## src/design/bss_pkg.sv

```systemverilog
// constants and types for the bulk OUT stream selection block
package bss_pkg;
  localparam int          SID_W      = 16;
  localparam int          NUMP_W     = 5;
  localparam int          STREAM_CNT = 16;
  localparam int          IDX_W      = 4;
  localparam logic [15:0] SID_NOSTRM = 16'h0000;
  localparam logic [15:0] SID_PRIME  = 16'hFFFF;
  localparam logic [4:0]  RTY_NUMP   = 5'h01;
  localparam logic [15:0] READY_RST  = 16'h0000;

  typedef enum logic [2:0] {
    BSS_IDLE,
    BSS_START,
    BSS_PRIME,
    BSS_DEFER,
    BSS_SSEND,
    BSS_MOVE
  } bss_state_t;
endpackage

```

## src/design/bss_stream_sel.sv

```systemverilog
// device-side stream selection for a bulk OUT stream pipe
`timescale 1ns/10ps
`default_nettype none
module bss_stream_sel (
  input  wire logic                      sys_clk_i,
  input  wire logic                      srst_i,
  // decoded packets from the protocol layer, one cycle each
  input  wire logic                      rx_dp_i,
  input  wire logic                      rx_dph_def_i,
  input  wire logic [bss_pkg::SID_W-1:0] rx_sid_i,
  input  wire logic                      rx_pp_i,
  input  wire logic                      rx_zlen_i,
  input  wire logic                      rx_err_i,
  // device class side
  input  wire logic                      prop_req_i,
  input  wire logic [bss_pkg::SID_W-1:0] prop_sid_i,
  input  wire logic [bss_pkg::NUMP_W-1:0] prop_nump_i,
  input  wire logic                      act_set_i,
  input  wire logic                      act_clr_i,
  input  wire logic [bss_pkg::SID_W-1:0] act_sid_i,
  // move data sub-machine
  input  wire logic                      mv_done_i,
  input  wire logic                      mv_not_ready_i,
  // transaction packets to send, one cycle each; then the move entry strobe and stream status
  output logic                           tx_erdy_o,
  output logic                           tx_nrdy_o,
  output logic                           tx_ack_rty_o,
  output logic [bss_pkg::SID_W-1:0]      tx_sid_o,
  output logic [bss_pkg::NUMP_W-1:0]     tx_nump_o,
  output logic                           mv_enter_o,
  output logic [bss_pkg::SID_W-1:0]      cur_sid_o,
  output logic [bss_pkg::STREAM_CNT-1:0] ready_o,
  output logic [2:0]                     state_o,
  output logic                           proto_err_o
);
  import bss_pkg::*;

  ////////////////////////////////////////////////////////////////////////////
  // identifier decode

  // true when the identifier names a data stream with a bit in the ready set
  function automatic logic is_data_sid(input logic [SID_W-1:0] sid);
    is_data_sid = (sid != SID_NOSTRM) && (sid != SID_PRIME)
                  && (sid < SID_W'(STREAM_CNT));
  endfunction

  function automatic logic [IDX_W-1:0] sid_idx(input logic [SID_W-1:0] sid);
    sid_idx = sid[IDX_W-1:0];
  endfunction

  bss_state_t             state_reg;
  logic [SID_W-1:0]       prop_sid_reg;
  logic [STREAM_CNT-1:0]  ready_reg;
  logic                   first_idle_reg;
  logic                   dp_prime;
  logic                   dp_nostrm;
  logic                   can_propose;
  logic                   start_hit;
  logic                   start_other;
  logic                   idle_host;

  // packet classes; checked only in the cycle a decode pulse arrives
  assign dp_prime    = rx_dp_i && (rx_sid_i == SID_PRIME) && !rx_pp_i && rx_zlen_i;
  assign dp_nostrm   = rx_dp_i && (rx_sid_i == SID_NOSTRM) && !rx_pp_i && rx_zlen_i;
  // a proposal is only legal for a ready stream with room to offer
  assign can_propose = prop_req_i && is_data_sid(prop_sid_i)
                       && ready_reg[sid_idx(prop_sid_i)]
                       && (prop_nump_i != '0);
  assign idle_host   = rx_dp_i && (rx_sid_i != SID_PRIME);
  assign start_hit   = rx_dp_i && (rx_sid_i == prop_sid_reg);
  assign start_other = rx_dp_i && (rx_sid_i != prop_sid_reg)
                       && (rx_sid_i != SID_PRIME) && (rx_sid_i != SID_NOSTRM);

  ////////////////////////////////////////////////////////////////////////////
  // stream protocol state; each change lands on a decode or send edge, except BSS_DEFER leaving on the next edge and BSS_MOVE on mv_done_i

  always_ff @(posedge sys_clk_i) begin
    if (srst_i) begin
      state_reg <= BSS_IDLE;
    end else begin
      case (state_reg)
        BSS_IDLE: begin
          // deferred header outranks data: it carries no payload
          if (rx_dph_def_i) begin
            state_reg <= BSS_DEFER;
          end else if (rx_dp_i && rx_sid_i == SID_PRIME) begin
            if (!rx_err_i && dp_prime) begin
              state_reg <= BSS_PRIME;
            end
          end else if (idle_host) begin
            state_reg <= BSS_MOVE;
          end else if (can_propose) begin
            state_reg <= BSS_START;
          end
        end
        BSS_START: begin
          if (rx_dph_def_i) begin
            state_reg <= BSS_IDLE;
          end else if (dp_prime) begin
            state_reg <= BSS_PRIME;
          end else if (rx_dp_i && rx_sid_i == SID_NOSTRM) begin
            if (!rx_err_i && dp_nostrm) begin
              state_reg <= BSS_SSEND;
            end
          end else if (start_hit || start_other) begin
            state_reg <= BSS_MOVE;
          end
        end
        BSS_PRIME: state_reg <= BSS_IDLE;
        BSS_DEFER: state_reg <= BSS_IDLE;
        BSS_SSEND: state_reg <= BSS_IDLE;
        // accept or reject is decided inside move data
        BSS_MOVE: begin
          if (mv_done_i) begin
            state_reg <= BSS_IDLE;
          end
        end
        default: state_reg <= BSS_IDLE;
      endcase
    end
  end

  ////////////////////////////////////////////////////////////////////////////
  // first idle entry: host may not select until device has proposed

  always_ff @(posedge sys_clk_i) begin
    if (srst_i) begin
      first_idle_reg <= 1'b1;
      proto_err_o    <= 1'b0;
    end else begin
      if (state_reg == BSS_IDLE && !rx_dph_def_i && !rx_dp_i && can_propose) begin
        first_idle_reg <= 1'b0;
      end
      // sticky flag; a host selection before ours is still served
      if (state_reg == BSS_IDLE && first_idle_reg && !rx_dph_def_i && idle_host) begin
        proto_err_o <= 1'b1;
      end
    end
  end

  ////////////////////////////////////////////////////////////////////////////
  // proposed and current stream

  always_ff @(posedge sys_clk_i) begin
    if (srst_i) begin
      prop_sid_reg <= SID_NOSTRM;
      cur_sid_o    <= SID_NOSTRM;
    end else begin
      if (state_reg == BSS_IDLE && !rx_dph_def_i && !rx_dp_i && can_propose) begin
        prop_sid_reg <= prop_sid_i;
      end
      if (state_reg == BSS_IDLE && !rx_dph_def_i && idle_host) begin
        cur_sid_o <= rx_sid_i;
      end
      if (state_reg == BSS_START && !rx_dph_def_i && !dp_prime
          && (start_hit || start_other)) begin
        cur_sid_o <= rx_sid_i;
      end
    end
  end

  ////////////////////////////////////////////////////////////////////////////
  // active and ready set; hardware set wins over any clear in one cycle

  always_ff @(posedge sys_clk_i) begin
    if (srst_i) begin
      ready_reg <= READY_RST;
    end else begin
      if (act_clr_i && is_data_sid(act_sid_i)) begin
        ready_reg[sid_idx(act_sid_i)] <= 1'b0;
      end
      if (mv_not_ready_i && is_data_sid(cur_sid_o)) begin
        ready_reg[sid_idx(cur_sid_o)] <= 1'b0;
      end
      if (state_reg == BSS_START && !rx_dph_def_i && !dp_prime && dp_nostrm
          && !rx_err_i && is_data_sid(prop_sid_reg)) begin
        ready_reg[sid_idx(prop_sid_reg)] <= 1'b0;
      end
      if (act_set_i && is_data_sid(act_sid_i)) begin
        ready_reg[sid_idx(act_sid_i)] <= 1'b1;
      end
      if (((state_reg == BSS_IDLE && !rx_dph_def_i && idle_host)
           || (state_reg == BSS_START && !rx_dph_def_i && start_other))
          && is_data_sid(rx_sid_i)) begin
        ready_reg[sid_idx(rx_sid_i)] <= 1'b1;
      end
    end
  end

  always_ff @(posedge sys_clk_i) begin
    if (srst_i) begin
      ready_o <= READY_RST;
    end else begin
      ready_o <= ready_reg;
    end
  end

  ////////////////////////////////////////////////////////////////////////////
  // transaction packets out; all one-cycle strobes with registered fields

  always_ff @(posedge sys_clk_i) begin
    if (srst_i) begin
      tx_erdy_o    <= 1'b0;
      tx_nrdy_o    <= 1'b0;
      tx_ack_rty_o <= 1'b0;
      tx_sid_o     <= SID_NOSTRM;
      tx_nump_o    <= '0;
      mv_enter_o   <= 1'b0;
    end else begin
      tx_erdy_o    <= 1'b0;
      tx_nrdy_o    <= 1'b0;
      tx_ack_rty_o <= 1'b0;
      mv_enter_o   <= 1'b0;
      case (state_reg)
        BSS_IDLE: begin
          if (rx_dph_def_i) begin
            tx_sid_o <= tx_sid_o;
          end else if (rx_dp_i && rx_sid_i == SID_PRIME) begin
            if (rx_err_i || !dp_prime) begin
              tx_ack_rty_o <= 1'b1;
              tx_sid_o     <= SID_PRIME;
              tx_nump_o    <= RTY_NUMP;
            end
          end else if (idle_host) begin
            mv_enter_o <= 1'b1;
          end else if (can_propose) begin
            tx_erdy_o <= 1'b1;
            tx_sid_o  <= prop_sid_i;
            tx_nump_o <= prop_nump_i;
          end
        end
        BSS_START: begin
          if (rx_dph_def_i) begin
            tx_sid_o <= tx_sid_o;
          end else if (dp_prime) begin
            tx_sid_o <= tx_sid_o;
          end else if (rx_dp_i && rx_sid_i == SID_NOSTRM) begin
            if (rx_err_i || !dp_nostrm) begin
              tx_ack_rty_o <= 1'b1;
              tx_sid_o     <= SID_NOSTRM;
              tx_nump_o    <= RTY_NUMP;
            end
          end else if (start_hit || start_other) begin
            mv_enter_o <= 1'b1;
          end
        end
        BSS_PRIME: begin
          tx_nrdy_o <= 1'b1;
          tx_sid_o  <= SID_PRIME;
        end
        BSS_SSEND: begin
          tx_nrdy_o <= 1'b1;
          tx_sid_o  <= SID_NOSTRM;
        end
        default: tx_sid_o <= tx_sid_o;
      endcase
    end
  end

  always_ff @(posedge sys_clk_i) begin
    if (srst_i) begin
      state_o <= 3'h0;
    end else begin
      state_o <= state_reg;
    end
  end

  ////////////////////////////////////////////////////////////////////////////
  // checks

  a_defer_to_idle: assert property (@(posedge sys_clk_i) disable iff (srst_i)
    state_reg == BSS_DEFER |=> state_reg == BSS_IDLE)
    else $error("deferred prime did not go straight to idle");

  a_erdy_ready_only: assert property (@(posedge sys_clk_i) disable iff (srst_i)
    // ready_o lags the set by one edge, so it shows the set the proposal was judged on
    tx_erdy_o |-> is_data_sid(tx_sid_o) && ready_o[sid_idx(tx_sid_o)] && tx_nump_o != '0)
    else $error("ERDY for a stream not ready or with zero NumP");

  a_erdy_enters_start: assert property (@(posedge sys_clk_i) disable iff (srst_i)
    tx_erdy_o |-> state_reg == BSS_START && prop_sid_reg == tx_sid_o)
    else $error("ERDY sent without entering start stream");

  a_prime_nrdy_idle: assert property (@(posedge sys_clk_i) disable iff (srst_i)
    state_reg == BSS_PRIME |=> tx_nrdy_o && tx_sid_o == SID_PRIME
                               && state_reg == BSS_IDLE)
    else $error("prime pipe did not answer NRDY prime and go idle");

  a_ssend_nrdy_idle: assert property (@(posedge sys_clk_i) disable iff (srst_i)
    state_reg == BSS_SSEND |=> tx_nrdy_o && tx_sid_o == SID_NOSTRM
                               && state_reg == BSS_IDLE)
    else $error("start stream end did not answer NRDY no-stream");

  a_idle_host_move: assert property (@(posedge sys_clk_i) disable iff (srst_i)
    state_reg == BSS_IDLE && !rx_dph_def_i && idle_host
    |=> state_reg == BSS_MOVE && mv_enter_o && cur_sid_o == $past(rx_sid_i))
    else $error("host data in idle did not enter move data");

  a_prime_err_stay: assert property (@(posedge sys_clk_i) disable iff (srst_i)
    state_reg == BSS_IDLE && !rx_dph_def_i && rx_dp_i && rx_sid_i == SID_PRIME
    && rx_err_i |=> state_reg == BSS_IDLE && tx_ack_rty_o && tx_nump_o != '0)
    else $error("errored prime did not hold idle with retry ACK");

  a_reject_notready: assert property (@(posedge sys_clk_i) disable iff (srst_i)
    state_reg == BSS_START && !rx_dph_def_i && dp_nostrm && !rx_err_i
    |=> state_reg == BSS_SSEND ##1 !ready_o[sid_idx(prop_sid_reg)])
    else $error("rejection did not clear the proposed stream");

  a_start_race_prime: assert property (@(posedge sys_clk_i) disable iff (srst_i)
    state_reg == BSS_START && !rx_dph_def_i && dp_prime |=> state_reg == BSS_PRIME)
    else $error("prime race in start stream not resolved");

  a_start_deferred: assert property (@(posedge sys_clk_i) disable iff (srst_i)
    state_reg == BSS_START && rx_dph_def_i |=> state_reg == BSS_IDLE)
    else $error("deferred header in start stream did not return to idle");

  a_idle_deferred: assert property (@(posedge sys_clk_i) disable iff (srst_i)
    state_reg == BSS_IDLE && rx_dph_def_i |=> state_reg == BSS_DEFER)
    else $error("deferred header in idle did not enter deferred prime");

  a_nostrm_err_stay: assert property (@(posedge sys_clk_i) disable iff (srst_i)
    state_reg == BSS_START && !rx_dph_def_i && rx_dp_i && rx_sid_i == SID_NOSTRM
    && rx_err_i |=> state_reg == BSS_START && tx_ack_rty_o && tx_sid_o == SID_NOSTRM)
    else $error("errored rejection did not hold start stream");
endmodule
`default_nettype wire

```

## config.mk

```make
export PLATFORM = sky130hd
export DESIGN_NAME = bss_stream_sel
export DESIGN_NICKNAME = d
export VERILOG_FILES = /design/src/design/bss_pkg.sv /design/src/design/bss_stream_sel.sv
export SDC_FILE = /design/constraint.sdc
export NUM_CORES = 1
export LEC_CHECK = 0
export BUFFER_PORTS_ARGS = -buffer_cell sky130_fd_sc_hd__buf_2
export CAP_MARGIN = 25
export CORE_ASPECT_RATIO = 2
export CORE_MARGIN = 2
export CORE_UTILIZATION = 50
export CTS_BUF_LIST = sky130_fd_sc_hd__clkbuf_8
export CTS_CLUSTER_DIAMETER = 200
export CTS_CLUSTER_SIZE = 14
export DETAILED_ROUTE_END_ITERATION = 8
export MAX_ROUTING_LAYER = met4
export PLACE_DENSITY = 0.76
export SKIP_LAST_GASP = 1
export SLEW_MARGIN = 20
export SYNTH_ARGS = -nofsm -noshare
export SYNTH_HDL_FRONTEND = slang
export SYNTH_SLANG_ARGS = --single-unit
```

## constraint.sdc

```tcl
create_clock -name sys_clk_i -period 6.7 [get_ports sys_clk_i]
set_clock_uncertainty 0.05 [all_clocks]
set_input_delay 0 -clock sys_clk_i [delete_from_list [all_inputs] [get_ports sys_clk_i]]
set_output_delay 0 -clock sys_clk_i [all_outputs]
set_load 0.03 [all_outputs]
```

==> qor.txt <==
Hpwl dp: 11,580 um
Status: complete, no violations
Vias in the first global route: 4,613
PostCTS Resize Cnt: 0
Top post-synthesis cells by area: dfxtp_1, nand2_1, mux2i_1
DRC: 0
Core Util, Final: 62.51%
Final setup TNS: 0 ns
Synthesized cell area: 4843 um2
Max-slew violation count: 0
Hold/Removal Path Class: input pin to register
Nets: 745
EDFF count, synth: 0
Max-slew headroom: 46.89%
CTS Sinks: 97
Final setup viols: 0
Top_reg_cell synth: dfxtp_1
DIE AREA: 10,540 um2
Syn_area_per_cell: 8.790 um2
Final Hold Viols: 0
CTS max path bufs: 2
Critical Path AT: 3.48 ns
Post-DP Area: 5391 um2
FF-to-FF End: tx_nump_o[1]
Setup crit end kind: register
Area leader, netlist: dfxtp_1
DR vias/cell: 6.076
# fillers: 833
Largest net degree at the start of global routing: 62
Worst reg2reg setup slack: 3.99 ns
Starting Density: 51.61%
Initial antenna violation count: 0
R2R cell count: 6
First DRT Iteration DRCs: 286
Syn-to-layout area delta: 21.11%
Site Rows: 50
Die width: 73.60 um
Syn Nets: 616
GPL Wtd Cong: 1.142
CTS Hold Bufs: 29
Core footprint: 9384 um2
Final hold slack: 0.02466 ns
Setup crit start: rx_sid_i[10]
Worst vdd rail ir drop: 206.5 uV
Most numerous cell in the Yosys netlist: dfxtp_1
Critical path peak fanout: 5
Clock root cell: clkbuf_8
Tcrit/Tclk final: 47.87%
WL final: 15,490 um
Register area share after synthesis: 40.09%
H-tree depth: 3
FF-to-FF Start: state_reg[0]
RSZ-0062 raised after global routing: false
Final instance area: 5866 um2
Syn Inst Count: 551
Die Ht: 143.2 um
First-pass GRT wire length: 23,950 um
WS Path Type: input pin to register
Startpoint class of the critical path: input pin
Peak Freq: 0.3118 GHz
Library cells used by synthesis: 61
Final ANT Viol Nets: 0
Share of cells above drive strength 1: 23.80%
Worst path required time: 6.98 ns
Num ports: 126
Grt total ovfl: 0
Clock slew at reported path FFs: 0.10 ns
Routed wire per std cell: 19.63 um
PD cells: 213.4 nW/um2
CTS tree: yes
Share of the synthesized area in the top cell type: 40.09%
Drt pass-1 iters: 5
Area of the multi-input gates: 2653 um2
Gr usage total: 30.82%
Max-cap viol count: 0
P_leak: 0.002515 uW
Last element of the critical path: tx_nump_o[1]
Via count: 4,794
Number of buffers added for setup after CTS: 0
YS warnings: 0
FF+latch area: 1942 um2
Num CTS Buffers: 9
Synthesized flop and latch total: 97
Worst Tran Pin Value: 0.7967 ns
IO Port Bufs: 125
Fraction of registers with async set/reset: 0%
Clk_lat worst skew: 0.38 ns
Diodes inserted: 0
Fin crit period: 3.207 ns
Most frequent cells after synthesis: dfxtp_1, nand2_1, nor2_1
==> critical path: stages <==
cell           delay [ns]
dlygate4sd3_1        0.56
buf_2                0.16
or4_4                0.56
nor4_4               0.40
nor3b_2              0.26
mux2i_1              0.17
a2111oi_4            0.56
mux2i_1              0.25
dlygate4sd3_1        0.56
==> final cells by class <==
| class | instances | share of cell area [%] |
|---|---|---|
| clock buffers | 9 | 2.112 |
| flip-flops and latches | 97 | 33.11 |
| inverters | 9 | 0.5759 |
| repair buffers | 155 | 15.74 |
| well taps | 104 | 2.218 |
| clock inverters | 7 | 1.024 |
| multi-input cells | 408 | 45.22 |
==> through the flow <==
stage	power [uW]	cells	setup slack (ns)
3_3_place_gp	879.9	744	4.053
3_5_place_dp	886.6	744	4.104
6_report	1252	789	3.493
4_1_cts	1255	789	3.557
5_1_grt	1303	789	3.359
2_1_floorplan	810.5	551	4.466
==> layer usage <==
layer  track usage (%)  vias to the layer above  wire length (um)  part of all wire, %
met2             55.12                      185              8506                   55
met4             19.43                        0               972                  6.3
met5                 -                        -                 0                    0
met1             29.91                     2273              5479                   35
li1                  -                     2278                 -                    -
met3             4.164                       58               530                  3.4
==> cell usage in the layout (no fill, tap or decap), drive strengths merged, types with 9 or more instances in the layout <==
master,count
buf,126
dfxtp,97
nand2,82
nor2,35
o21ai,29
mux2i,29
dlygate4sd3,29
nor2b,24
nor4,20
xnor2,18
nand4,17
a21oi,16
o211ai,13
and3,13
a221o,12
or4,12
inv,11
nor3,10
clkbuf,9
==> report_power, final <==
| group | total, uW | internal (uW) | switching (uW) |
|---|---|---|---|
| Combinational | 262 | 92.1 | 170 |
| Sequential | 629 | 602 | 26.9 |
| Clock | 361 | 141 | 220 |
==> logic make-up after synthesis <==
logic type | share of synthesized area [%]
simple gates | 28.00
compound gates | 15.50
flops | 40.09
buf+inv | 5.296
mux | 7.853
xor+xnor | 3.255
==> worst min path at each step <==
stage / depth (start not counted) / from / to / slack, ns
6_report: 6 / rx_pp_i / state_reg[1] / 0.02
2_1_floorplan: 2 / rx_sid_i[10] / cur_sid_o[10] / 0.09
4_1_cts: 3 / rx_dp_i / tx_ack_rty_o / 0.001
3_3_place_gp: 3 / prop_nump_i[1] / tx_nump_o[1] / 0.21
3_5_place_dp: 3 / prop_nump_i[2] / tx_nump_o[2] / 0.21
5_1_grt: 3 / rx_dp_i / tx_ack_rty_o / 0.01
No activity file was read; power rests on OpenSTA's default activity.
